### src/hdl/rsp_consts.svh
// Constants of the redundant serial register port
`ifndef RSP_CONSTS_SVH
`define RSP_CONSTS_SVH

// Frame layout, in clocked bits
`define RSP_FRAME_BITS    7'h40
`define RSP_SET_LAST      7'h17
`define RSP_STAT_FIRST    7'h18
`define RSP_DATA_FIRST    7'h20
`define RSP_CNT_MAX       7'h7F

// Word addresses
`define RSP_ADDR_MSTAT    11'h320
`define RSP_ADDR_CTRL     11'h321
`define RSP_ADDR_RESET    11'h322

// Reset pattern, arbitrary value
`define RSP_RESET_PATTERN 32'hA55A5AA5

// Main status fields
`define RSP_MSTAT_FRESET  0
`define RSP_MSTAT_ACC     1
`define RSP_MSTAT_SUP_LO  4

// Control fields
`define RSP_CTRL_SAFE     8
`define RSP_DIO_RESET     8'h00

// Supply level codes
`define RSP_SUP_OK        2'h0
`define RSP_SUP_WARN      2'h1
`define RSP_SUP_LOW       2'h3

// Load engine refresh period
`define RSP_CLK_HZ        20000000
`define RSP_REFRESH_MS    1000
`define RSP_REFRESH_CYC   (`RSP_CLK_HZ / 1000 * `RSP_REFRESH_MS)

`endif

### src/hdl/rsp_pkg.sv
// Types of the redundant serial register port
package rsp_pkg;

    typedef struct packed {
        logic [10:0] addr;
        logic [31:0] data;
    } rsp_wr_t;

    typedef struct packed {
        logic spar;
        logic ovf;
        logic unf;
        logic dpar;
        logic mis;
        logic rsvd;
        logic badclk;
        logic badaddr;
    } rsp_stat_t;

    typedef enum logic [1:0] {
        RSP_RD_NONE,
        RSP_RD_WAIT,
        RSP_RD_HAVE
    } rsp_rd_t;

endpackage : rsp_pkg

### src/hdl/rsp_port.sv
// Redundant serial register port, device end
//
// Summary of operation
// - A frame has exactly 64 clocks; any other length is flagged, and a write of it is dropped.
// - Status byte follows, bit 7 first: parity, ovf, unf, dpar, mismatch, -, clk, addr.
// - Status reports the previous frame, including its own parity bit.
// - Last 32 bits carry the data word, MSB first, either direction.
// - Data parity covers only the data word moved.
// - Setting mismatch sets its flag and suppresses any access.
// - Extra clocks on a read give zeros and an error in status.
// - Extra clocks on a write abandon the write and flag an error.
// - Bad clock count flag set when clock count differed from 64.
// - Bad address flag set for blocked or refused accesses.
// - Select high holds the port idle, output undriven, inputs ignored.
// - Reception starts on first serial clock rise after select falls.
// - Safe mode blocks all writes except to the word holding it.
// - Pin reset or reset pattern write halts, clears and starts loading.
// - Load engine fills static state; host loads everything else.
// - Load engine refreshes one managed register per second.
// - Unexpected reset sets a flag and holds interrupt low until cleared.
// - DIO pins undriven after reset until individually configured.
// - Supply code: 00 good, 01 between thresholds, 11 below low.
// - Interrupt marks end of each accumulation cycle.
`timescale 1ns/1ps
`default_nettype none
`include "rsp_consts.svh"

module rsp_port #(
    parameter int unsigned REFRESH_CYC = `RSP_REFRESH_CYC
) (
    // Clock and reset
    input  wire logic             MCLK_I,
    input  wire logic             ARST_N_I,
    // Serial link
    input  wire logic             PORT_SELECT_N_I,
    input  wire logic             PORT_SCLK_I,
    input  wire logic             PORT_SERIAL_IN_I,
    output var  logic             PORT_SDO_O,
    output var  logic             PORT_SDO_OE_O,
    // Register read
    output var  logic             RD_REQ_O,
    output var  logic [10:0]      RD_ADDR_O,
    input  wire logic             RD_VALID_I,
    input  wire logic [31:0]      RD_DATA_I,
    input  wire logic             RD_ERR_I,
    // Register write
    output var  logic             WR_VALID_O,
    input  wire logic             WR_READY_I,
    output var  rsp_pkg::rsp_wr_t WR_O,
    // System
    input  wire logic             ACC_DONE_I,
    input  wire logic             SUPPLY_WARN_I,
    input  wire logic             SUPPLY_LOW_I,
    output var  logic             INT_N_O,
    output var  logic             SOFT_RESET_O,
    output var  logic             LOAD_START_O,
    output var  logic             REFRESH_TICK_O,
    output var  logic [1:0]       SUPPLY_LEVEL_CODE_O,
    output var  logic [3:0]       DIO_OE_O,
    output var  logic [3:0]       DIO_OUT_O
);

    // ************************************************************
    // Input synchronisers
    // ************************************************************
    logic s_sel1, s_sel2, s_sel3;
    logic s_ck1, s_ck2, s_ck3;
    logic s_di1, s_di2;
    logic s_warn1, s_warn2;
    logic s_low1, s_low2;

    always_ff @(posedge MCLK_I or negedge ARST_N_I) begin
        if (!ARST_N_I) begin
            {s_sel1, s_sel2, s_sel3} <= 3'h7;
            {s_ck1, s_ck2, s_ck3}    <= 3'h0;
            {s_di1, s_di2}           <= 2'h0;
            {s_warn1, s_warn2}       <= 2'h0;
            {s_low1, s_low2}         <= 2'h0;
        end else begin
            {s_sel1, s_sel2, s_sel3} <= {PORT_SELECT_N_I, s_sel1, s_sel2};
            {s_ck1, s_ck2, s_ck3}    <= {PORT_SCLK_I, s_ck1, s_ck2};
            {s_di1, s_di2}           <= {PORT_SERIAL_IN_I, s_di1};
            {s_warn1, s_warn2}       <= {SUPPLY_WARN_I, s_warn1};
            {s_low1, s_low2}         <= {SUPPLY_LOW_I, s_low1};
        end
    end

    logic active;
    logic rise;
    logic fall;
    logic frame_end;

    assign active    = !s_sel2;
    assign rise      = active && s_ck2 && !s_ck3;
    assign fall      = active && !s_ck2 && s_ck3;
    assign frame_end = s_sel2 && !s_sel3;

    // ************************************************************
    // Frame reception
    // ************************************************************
    logic [6:0]  cnt;
    logic [31:0] sh;
    logic [31:0] next_sh;
    logic [10:0] adr;
    logic        dir;
    logic        mis;
    logic        set_ok;

    assign next_sh = {sh[30:0], s_di2};
    assign set_ok  = (next_sh[23:13] == ~next_sh[11:1])
                  && (next_sh[12] == ~next_sh[0]);

    always_ff @(posedge MCLK_I or negedge ARST_N_I) begin
        if (!ARST_N_I) begin
            cnt <= 7'h00;
            sh  <= 32'h00000000;
            adr <= 11'h000;
            dir <= 1'b0;
            mis <= 1'b0;
        end else if (!active) begin
            cnt <= 7'h00;
        end else if (rise) begin
            sh <= next_sh;
            if (cnt != `RSP_CNT_MAX) begin
                cnt <= cnt + 7'h01;
            end
            if (cnt == `RSP_SET_LAST) begin
                adr <= next_sh[23:13];
                dir <= next_sh[12];
                mis <= !set_ok;
            end
        end
    end

    // ************************************************************
    // Local registers and read fetch
    // ************************************************************
    logic        fres;
    logic        acc;
    logic        safe;
    logic [7:0]  dio;
    logic [31:0] mstat_val;
    logic [31:0] ctrl_val;
    logic [31:0] loc_val;
    logic [10:0] rd_adr;
    logic        rd_loc;

    assign mstat_val = {26'h0, SUPPLY_LEVEL_CODE_O, 2'h0, acc, fres};
    assign ctrl_val  = {23'h0, safe, dio};
    assign rd_adr    = next_sh[23:13];
    assign rd_loc    = (rd_adr == `RSP_ADDR_MSTAT) || (rd_adr == `RSP_ADDR_CTRL)
                    || (rd_adr == `RSP_ADDR_RESET);

    always_comb begin
        loc_val = 32'h00000000;
        if (rd_adr == `RSP_ADDR_MSTAT) begin
            loc_val = mstat_val;
        end else if (rd_adr == `RSP_ADDR_CTRL) begin
            loc_val = ctrl_val;
        end
    end

    rsp_pkg::rsp_rd_t rd_st;
    logic [31:0]      rdat;
    logic             rerr;
    logic             unf;
    logic             rd_have;

    assign rd_have = (rd_st == rsp_pkg::RSP_RD_HAVE);

    always_ff @(posedge MCLK_I or negedge ARST_N_I) begin
        if (!ARST_N_I) begin
            rd_st     <= rsp_pkg::RSP_RD_NONE;
            RD_REQ_O  <= 1'b0;
            RD_ADDR_O <= 11'h000;
            rdat      <= 32'h00000000;
            rerr      <= 1'b0;
        end else if (!active) begin
            rd_st    <= rsp_pkg::RSP_RD_NONE;
            RD_REQ_O <= 1'b0;
        end else begin
            RD_REQ_O <= 1'b0;
            unique case (rd_st)
                rsp_pkg::RSP_RD_NONE: begin
                    if (rise && cnt == `RSP_SET_LAST && set_ok && next_sh[12]) begin
                        if (rd_loc) begin
                            rdat  <= loc_val;
                            rerr  <= 1'b0;
                            rd_st <= rsp_pkg::RSP_RD_HAVE;
                        end else begin
                            RD_REQ_O  <= 1'b1;
                            RD_ADDR_O <= rd_adr;
                            rd_st     <= rsp_pkg::RSP_RD_WAIT;
                        end
                    end
                end
                rsp_pkg::RSP_RD_WAIT: begin
                    if (RD_VALID_I) begin
                        rdat  <= RD_DATA_I;
                        rerr  <= RD_ERR_I;
                        rd_st <= rsp_pkg::RSP_RD_HAVE;
                    end
                end
                rsp_pkg::RSP_RD_HAVE: begin
                end
            endcase
        end
    end

    // Read word missing when the data phase begins
    always_ff @(posedge MCLK_I or negedge ARST_N_I) begin
        if (!ARST_N_I) begin
            unf <= 1'b0;
        end else if (!active) begin
            unf <= 1'b0;
        end else if (rise && cnt == `RSP_DATA_FIRST - 7'h01 && dir && !mis && !rd_have) begin
            unf <= 1'b1;
        end
    end

    // ************************************************************
    // Serial output
    // ************************************************************
    rsp_pkg::rsp_stat_t st;

    always_ff @(posedge MCLK_I or negedge ARST_N_I) begin
        if (!ARST_N_I) begin
            PORT_SDO_O    <= 1'b0;
            PORT_SDO_OE_O <= 1'b0;
        end else begin
            PORT_SDO_OE_O <= active;
            if (!active) begin
                PORT_SDO_O <= 1'b0;
            end else if (fall) begin
                if (cnt >= `RSP_STAT_FIRST && cnt < `RSP_DATA_FIRST) begin
                    PORT_SDO_O <= st[~cnt[2:0]];
                end else if (cnt >= `RSP_DATA_FIRST && cnt < `RSP_FRAME_BITS
                             && dir && !mis && !unf && rd_have) begin
                    PORT_SDO_O <= rdat[~cnt[4:0]];
                end else begin
                    PORT_SDO_O <= 1'b0;
                end
            end
        end
    end

    // ************************************************************
    // Frame end: status and write commit
    // ************************************************************
    logic               len_ok;
    logic               set_seen;
    logic               wr_ok;
    logic               wr_blk;
    logic               wr_loc;
    logic               fifo_rdy;
    logic               soft_cmd;
    logic               wr_push;
    rsp_pkg::rsp_wr_t   wr_word;
    rsp_pkg::rsp_stat_t next_st;

    assign len_ok   = (cnt == `RSP_FRAME_BITS);
    assign set_seen = (cnt > `RSP_SET_LAST);
    assign wr_ok    = frame_end && len_ok && !mis && !dir;
    assign wr_blk   = safe && (adr != `RSP_ADDR_CTRL);
    assign wr_loc   = (adr == `RSP_ADDR_MSTAT) || (adr == `RSP_ADDR_CTRL)
                   || (adr == `RSP_ADDR_RESET);
    assign soft_cmd = wr_ok && !wr_blk && adr == `RSP_ADDR_RESET
                   && sh == `RSP_RESET_PATTERN;

    always_comb begin
        next_st         = st;
        next_st.badclk  = !len_ok;
        next_st.mis     = set_seen && mis;
        next_st.unf     = unf;
        next_st.dpar    = dir ? (rd_have && !unf && ^rdat) : ^sh;
        next_st.ovf     = wr_ok && !wr_blk && !wr_loc && !fifo_rdy;
        next_st.rsvd    = 1'b0;
        next_st.badaddr = set_seen && !mis
                       && (dir ? (rd_have && rerr) : (len_ok && wr_blk));
        next_st.spar    = ^{next_st.ovf, next_st.unf, next_st.dpar, next_st.mis,
                            next_st.rsvd, next_st.badclk, next_st.badaddr};
    end

    always_ff @(posedge MCLK_I or negedge ARST_N_I) begin
        if (!ARST_N_I) begin
            st <= '0;
        end else if (frame_end) begin
            st <= next_st;
        end
    end

    always_ff @(posedge MCLK_I or negedge ARST_N_I) begin
        if (!ARST_N_I) begin
            wr_push <= 1'b0;
            wr_word <= '0;
        end else begin
            wr_push <= wr_ok && !wr_blk && !wr_loc && fifo_rdy;
            wr_word <= '{addr: adr, data: sh};
        end
    end

    rsp_fifo2 #(
        .W($bits(rsp_pkg::rsp_wr_t))
    ) u_buf (
        .clk_i      (MCLK_I),
        .arst_n_i   (ARST_N_I),
        .in_valid_i (wr_push),
        .in_ready_o (fifo_rdy),
        .in_data_i  (wr_word),
        .out_valid_o(WR_VALID_O),
        .out_ready_i(WR_READY_I),
        .out_data_o (WR_O)
    );

    // ************************************************************
    // Control, status and reset handling
    // ************************************************************
    always_ff @(posedge MCLK_I or negedge ARST_N_I) begin
        if (!ARST_N_I) begin
            safe <= 1'b0;
            dio  <= `RSP_DIO_RESET;
        end else if (soft_cmd) begin
            safe <= 1'b0;
            dio  <= `RSP_DIO_RESET;
        end else if (wr_ok && !wr_blk && adr == `RSP_ADDR_CTRL) begin
            safe <= sh[`RSP_CTRL_SAFE];
            dio  <= sh[7:0];
        end
    end

    // Pin reset is never expected; host clears by writing one
    always_ff @(posedge MCLK_I or negedge ARST_N_I) begin
        if (!ARST_N_I) begin
            fres <= 1'b1;
        end else if (wr_ok && !wr_blk && adr == `RSP_ADDR_MSTAT
                     && sh[`RSP_MSTAT_FRESET]) begin
            fres <= 1'b0;
        end
    end

    // Accumulation end flag, a new event beats the clear
    always_ff @(posedge MCLK_I or negedge ARST_N_I) begin
        if (!ARST_N_I) begin
            acc <= 1'b0;
        end else if (ACC_DONE_I) begin
            acc <= 1'b1;
        end else if (wr_ok && !wr_blk && adr == `RSP_ADDR_MSTAT
                     && sh[`RSP_MSTAT_ACC]) begin
            acc <= 1'b0;
        end
    end

    always_ff @(posedge MCLK_I or negedge ARST_N_I) begin
        if (!ARST_N_I) begin
            INT_N_O <= 1'b0;
        end else begin
            INT_N_O <= !(fres || acc);
        end
    end

    always_ff @(posedge MCLK_I or negedge ARST_N_I) begin
        if (!ARST_N_I) begin
            SOFT_RESET_O <= 1'b0;
            LOAD_START_O <= 1'b1;
        end else begin
            SOFT_RESET_O <= soft_cmd;
            LOAD_START_O <= soft_cmd;
        end
    end

    // One managed register refreshed per period
    logic [31:0] rcnt;
    logic        rtick;

    assign rtick = (rcnt == REFRESH_CYC - 1);

    always_ff @(posedge MCLK_I or negedge ARST_N_I) begin
        if (!ARST_N_I) begin
            rcnt           <= 32'h00000000;
            REFRESH_TICK_O <= 1'b0;
        end else begin
            REFRESH_TICK_O <= rtick && !soft_cmd;
            if (soft_cmd || rtick) begin
                rcnt <= 32'h00000000;
            end else begin
                rcnt <= rcnt + 32'h00000001;
            end
        end
    end

    always_ff @(posedge MCLK_I or negedge ARST_N_I) begin
        if (!ARST_N_I) begin
            SUPPLY_LEVEL_CODE_O <= `RSP_SUP_OK;
            DIO_OE_O            <= 4'h0;
            DIO_OUT_O           <= 4'h0;
        end else begin
            SUPPLY_LEVEL_CODE_O <= s_low2 ? `RSP_SUP_LOW
                                 : s_warn2 ? `RSP_SUP_WARN : `RSP_SUP_OK;
            for (int i = 0; i < 4; i++) begin
                DIO_OE_O[i]  <= dio[2*i+1];
                DIO_OUT_O[i] <= dio[2*i];
            end
        end
    end
endmodule : rsp_port

`default_nettype wire

### src/hdl/rsp_fifo2.sv
// Two-entry buffer with valid and ready on both sides
`timescale 1ns/1ps
`default_nettype none

module rsp_fifo2 #(
    parameter int unsigned W = 8
) (
    // Clock and reset
    input  wire logic         clk_i,
    input  wire logic         arst_n_i,
    // Fill side
    input  wire logic         in_valid_i,
    output var  logic         in_ready_o,
    input  wire logic [W-1:0] in_data_i,
    // Drain side
    output var  logic         out_valid_o,
    input  wire logic         out_ready_i,
    output var  logic [W-1:0] out_data_o
);

    logic         tail_v;
    logic [W-1:0] tail;
    logic         push;
    logic         pop;

    assign push = in_valid_i && in_ready_o;
    assign pop  = out_valid_o && out_ready_i;

    // Head is the oldest word, tail the second
    always_ff @(posedge clk_i or negedge arst_n_i) begin
        if (!arst_n_i) begin
            out_valid_o <= 1'b0;
            out_data_o  <= '0;
            tail_v      <= 1'b0;
            tail        <= '0;
            in_ready_o  <= 1'b1;
        end else begin
            if (pop) begin
                if (tail_v) begin
                    out_data_o <= tail;
                    tail_v     <= push;
                    in_ready_o <= !push;
                    if (push) begin
                        tail <= in_data_i;
                    end
                end else begin
                    out_valid_o <= push;
                    if (push) begin
                        out_data_o <= in_data_i;
                    end
                end
            end else if (push) begin
                if (!out_valid_o) begin
                    out_valid_o <= 1'b1;
                    out_data_o  <= in_data_i;
                end else begin
                    tail_v     <= 1'b1;
                    tail       <= in_data_i;
                    in_ready_o <= 1'b0;
                end
            end
        end
    end

endmodule : rsp_fifo2

`default_nettype wire

### config.mk
export PLATFORM = sky130hd
export DESIGN_NAME = rsp_port
export DESIGN_NICKNAME = d
export VERILOG_FILES = /design/src/hdl/rsp_pkg.sv /design/src/hdl/rsp_port.sv /design/src/hdl/rsp_fifo2.sv
export VERILOG_INCLUDE_DIRS = /design/src /design/src/hdl
export SDC_FILE = /design/constraint.sdc
export NUM_CORES = 1
export LEC_CHECK = 0
export BUFFER_PORTS_ARGS = -buffer_cell sky130_fd_sc_hd__buf_2
export CORE_MARGIN = 2
export CORE_UTILIZATION = 59
export DETAILED_ROUTE_END_ITERATION = 10
export GPL_TIMING_DRIVEN = 0
export PLACE_DENSITY = 0.79
export SYNTH_ARGS = -nofsm -noshare
export SYNTH_HDL_FRONTEND = slang
export SYNTH_SLANG_ARGS = --single-unit
### constraint.sdc
create_clock -name MCLK_I -period 5.3 [get_ports MCLK_I]
set_clock_uncertainty 0.2 [all_clocks]
set_input_delay 0.53 -clock MCLK_I [delete_from_list [all_inputs] [get_ports MCLK_I]]
set_output_delay 0.53 -clock MCLK_I [all_outputs]
set_load 0.02 [all_outputs]
==> After elaboration in Yosys (flattened, before gate mapping) <==
Index checks and enable logic that the tools add are counted.
{ "word_totals": {"register_bits": 311, "out_inout_bits": 72, "wordCells": 247} }
{ "classes": {"add_sub_neg": 2, "n_lt_le_gt_ge": 7, "eq_ne": 26, "mux": 63, "bitwise_logic": 6, "n_reduce_logical": 91} }
{ "ops": {"columns": ["operator", "n"], "rows": [
  ["two-way mux 43 bit", 9],
  ["two-way mux 32 bit", 4],
  ["equality test 11 x 10 -> 1 bit (second input constant)", 6],
  ["one-hot mux 32 bit (2 select lines)", 1],
  ["parity 32 bit", 2],
  ["logical AND 1 bit", 43],
  ["two-way mux 1 bit", 33],
  ["adder 32 x 1 -> 32 bit (second input constant)", 1],
  ["equality test 32 x 25 -> 1 bit (second input constant)", 1],
  ["equality test 32 bit (second input constant)", 1],
  ["two-way mux 7 bit", 3],
  ["nonzero test 2 bit", 10],
  ["two-way mux 9 bit", 2],
  ["zero test 1 bit", 16],
  ["two-way mux 8 bit", 2],
  ["equality test 7 x 5 -> 1 bit (second input constant)", 2],
  ["!= test 2 bit (second input constant)", 6],
  ["AND reduction 3 bit", 4],
  ["equality test 11 bit", 1],
  ["!= test 11 x 10 -> 1 bit (second input constant)", 1],
  ["NOT 11 bit", 1],
  ["two-way mux 2 bit", 5],
  ["AND reduction 2 bit", 4],
  ["AND reduction 4 bit", 2],
  ["27 further kinds", 35]
]} }

==> Longest topological paths before layout <==
{ "depth": {"word_depth": 10, "ltp_mapped": 12, "mapped_depth_nobuf": 10} }

==> Hierarchy <==
From an unflattened synthesis, not the netlist that was laid out.
{ "unflattened": {"cells_unflattened": 1189, "hier_area_um2": 13893.3} }
{ "by_module_without_submodules": {"columns": ["mod", "instances", "cells_per_inst", "area_per_inst_um2", "seq_area_each_um2"], "rows": [
  ["rsp_port", 1, 842, 9728.1, 5561.6],
  ["rsp_fifo2", 1, 347, 4165.2, 2228.4]
]} }

==> Least setup slack after synthesis <==
OpenSTA, ideal clock, no wires.
{ "synth_timing": {"path_type": "register to register", "start": "reg cnt[0]", "end": "reg safe", "t_arrival_ps": 2279, "path_slack_ps": 2696, "path_stages_with_launch": 9, "period_less_slack_ps": 2604, "cell_sequence": "dfrtp_1 -> clkbuf_1 -> inv_1 -> ha_1 -> nand4bb_1 -> nor3_1 -> nand3_1 -> nor2_1 -> mux2_2"} }
{ "synth_between": {"elab_chain_len": 8, "elab_cells_between_ends": 10} }
{ "synth_rtl": {"columns": ["element", "line_no", "rtl"], "rows": [
  ["from (decl)", "rsp_port.sv:101", "logic [6:0] cnt;"],
  ["from (signal assigned)", "rsp_port.sv:125", "cnt <= cnt + 7'h01;"],
  ["equality test 7 bit (no line) *", null, null],
  ["logical AND 1 bit * (3 in series)", "rsp_port.sv:263", "assign wr_ok = frame_end && len_ok && !mis && !dir;"],
  ["logical AND 1 bit *", "rsp_port.sv:267, rsp_port.sv:325", null],
  ["logical AND 1 bit (no line) (2 in series)", null, null],
  ["two-way mux 1 bit or nonzero test 2 bit (tied branches)", null, null],
  ["to (signal assigned)", "rsp_port.sv:326", "safe <= sh[`RSP_CTRL_SAFE];"],
  ["to (decl)", "rsp_port.sv:140", "logic safe;"]
]} }
Every way passes the cells marked *; elsewhere a longest branch is shown, timed or not.
A chain may end at the register's enable or synchronous reset.

==> Final worst setup path <==
Ends and elaborated chain as after synthesis.

==> results.json <==
{
  "crit_fanout": 10,
  "wl_per_cell_um": 17.8,
  "synth-edff-count": 0,
  "power_leakage_nw": 7.72,
  "syn_to_final_growth_pct": 18.2,
  "peakVddDrop_v": 0.000256,
  "nets": 1396,
  "layout-drive-gt1-share": 0.196,
  "stdcell_area_sq_um": 15600,
  "drtAntennaViolNets": 0,
  "track_usage": 0.251,
  "wl_met3_um": 1620,
  "core.rowCount": 54,
  "cp-start-kind": "register",
  "htreeDepth": 1,
  "die_area_sq_um": 23600,
  "holdPathStages": 2,
  "initial_core_util": 0.602,
  "vias": 9144,
  "crit_type": "reg -> reg",
  "status": "finished, final reports clean",
  "via_per_inst": 5.60,
  "synthesis.nets": 1216,
  "coreArea_sq_um": 21900,
  "wl_um": 29100,
  "diodes": 0,
  "crit_path_end_kind": "register",
  "min_path_type": "in -> reg",
  "tightest_slew_ns": 0.903,
  "syn_inst": 1149,
  "r2r_cells": 8,
  "cts_tree": "built",
  "portBuffers": 114,
  "clock_latency_ns": 0.58,
  "synth_cell_types": 55,
  "die_y_um": 153,
  "hp-start": "WR_READY_I",
  "crit_arrival_ns": 3.62,
  "grt_pass1_vias": 9257,
  "grt_max_degree": 128,
  "crit_required_ns": 5.57,
  "rsz0062_at_grt": "no",
  "finalCriticalPeriod_ns": 3.34,
  "cts_setup_buffers": 0,
  "drt_iter0_markers": 601,
  "power.density_nw_per_um2": 330,
  "cts_num_sinks": 311,
  "clk_pin_slew_ns": 0.06,
  "slew_viol_final": 0,
  "wl_met1_um": 12600,
  "cp-startpoint": "cnt[0]$_DFFE_PN0P_",
  "hold_ws_ns": 0.0630,
  "dr_wl_met2_um": 14100,
  "yosysSeqAreaShare": 0.591,
  "top_layer_used": "met4",
  "cts.path.max_buffers": 3,
  "die_w_um": 153,
  "gp_congestion": 0.883,
  "yosysWarnings": 0,
  "cts_buffers": 31,
  "ys_seq_elements": 311,
  "grt-ovfl-total": 0,
  "synthArstFlopShare": 1.00,
  "drc_errors": 0,
  "setup_tns_ns": 0,
  "slew_headroom": 0.389,
  "power_mw": 5.14,
  "ios": 115,
  "placedInstanceArea_sq_um": 14200,
  "maxCapViolCount": 0,
  "synth_top_flop_cell": "dfrtp_1",
  "root_buffer": "clkbuf_16",
  "dpl.hpwl_um": 19100,
  "setup_violations": 0,
  "grt_pass1_wl_um": 48000,
  "hold_viol": 0,
  "syn-cell-area_sq_um": 13200,
  "clock.fmax_mhz": 299,
  "antenna_found_initial": 0,
  "timing.rr.start": "cnt[0]$_DFFE_PN0P_",
  "avgSynthCellArea_sq_um": 11.5,
  "post-route-period-util": 0.631,
  "drtPass1Iterations": 6
}
==> cells in the final DEF, fill, tap and decap left out, drive strengths merged, types with 4 or more instances in the layout <==
cell type and count:
dfrtp 305, nand2 178, buf 128, o21ai 95
clkbuf 86, mux2 73, xnor2 62, nor2 49
mux2i 46, nand3 44, inv 33, dlygate4sd3 31
xor2 26, ha 24, a21oi 20, nor3 13
nor4 12, or3 10, a22o 10, and3 9
nor2b 8, nand4 7, a22oi 7, dfstp 6
clkinv 6, nand2b 5, and2 5, nor4b 5
mux4 5, a211oi 4, a31oi 4, a21o 4
==> cells in the mapped netlist, types with 5 or more instances <==
master | instances | area (sq um)
a21oi_1 | 20 | 100
a22o_1 | 10 | 87.6
a22oi_1 | 7 | 52.6
and2_1 | 5 | 31.3
and3_1 | 9 | 56.3
buf_1 | 5 | 18.8
buf_2 | 6 | 30.0
clkbuf_1 | 40 | 150
dfrtp_1 | 305 | 7630
dfstp_2 | 6 | 158
ha_1 | 24 | 300
inv_1 | 32 | 120
mux2_2 | 73 | 822
mux2i_1 | 46 | 460
mux4_2 | 5 | 113
nand2_1 | 178 | 668
nand2b_1 | 5 | 31.3
nand3_1 | 44 | 220
nand4_1 | 7 | 43.8
nor2_1 | 49 | 184
nor2b_1 | 8 | 50.1
nor3_1 | 11 | 55.1
nor4_1 | 11 | 68.8
nor4b_1 | 5 | 43.8
o21ai_0 | 84 | 420
o21ai_1 | 11 | 55.1
or3_1 | 10 | 62.6
xnor2_1 | 62 | 543
xor2_1 | 26 | 228
==> path summary, 6_finish.rpt <==
kind                                               endpoint  slack (ns)
max                                        safe$_DFFE_PN0P_        1.96
max in group asynchronous                   s_ck3$_DFF_PN0_        3.59
max reg2reg                                safe$_DFFE_PN0P_        1.96
min                            u_buf.in_ready_o$_DFFE_PN1P_        0.06
min reg2reg                                 s_di2$_DFF_PN0_        0.15
min in group asynchronous  u_buf.out_data_o[17]$_DFFE_PN0P_        0.28
==> sequential cells by signal, summed over array words and instances, names as in the netlist, 2 cells and up <==
signal	flops
u_buf.out_data_o	43
u_buf.tail	43
wr_word	43
rcnt	32
rdat	32
sh	32
RD_ADDR_O	11
adr	11
dio	8
cnt	7
st	7
DIO_OE_O	4
DIO_OUT_O	4
SUPPLY_LEVEL_CODE_O	2
rd_st	2
==> final cells by class <==
cell class,instances,area [sq um]
Fill cell,1513,6310
Tap cell,280,350
Sequential cell,311,7790
Buffer,52,206
Multi-Input combinational cell,754,5060
Inverter,32,120
Timing Repair Buffer,147,946
Clock buffer,46,942
Clock inverter,12,159
==> critical path, cell delays in order (launching register included) <==
cell,delay (ns)
dfrtp_1,0.47
clkbuf_1,0.35
inv_1,0.16
ha_1,0.16
nand4bb_1,0.10
nor3_1,0.48
nand3_1,0.38
nor2_1,0.55
mux2_2,0.39
==> through the flow <==
| stage | util | instances | setup WS, ns |
|---|---|---|---|
| 2_1_floorplan | - | 1149 | 2.70 |
| 3_3_place_gp | 0.644 | 1543 | -2.10 |
| 3_5_place_dp | 0.647 | 1545 | 1.97 |
| 4_1_cts | 0.712 | 1634 | 1.97 |
| 5_1_grt | 0.712 | 1634 | 1.74 |
| 6_report | 0.712 | 1634 | 1.96 |
==> repair_timing <==
item | 4_1_cts | 5_1_grt
hold buffers | 31 | 0
endpoints found under the hold margin | 92 | 0
gates resized for setup | 0 | 0
==> metal layers <==
metal	track usage	up-vias
li1	-	4300
met1	0.347	4512
met2	0.417	268
met3	0.0383	64
met4	0.0782	0
met5	0	-
==> power by group <==
part	switching (mW)	internal [mW]	leakage [nW]	total, mW
sequential	0.0666	2.43	4.25	2.50
combinational	0.185	0.156	2.92	0.341
clock	0.927	1.38	0.542	2.30
==> cell families (layout without fill, tap and decap cells) <==
kind of cell / Yosys count / after routing / share of synthesized area
fa+ha+maj: 24 / 24 / 0.0228
compound gates: 159 / 159 / 0.0700
flops: 311 / 311 / 0.591
buf+inv: 84 / 289 / 0.0248
mux: 124 / 124 / 0.106
simple gates: 359 / 359 / 0.127
xor+xnor: 88 / 88 / 0.0585
Note: power is estimated with default switching activity, not from simulation.
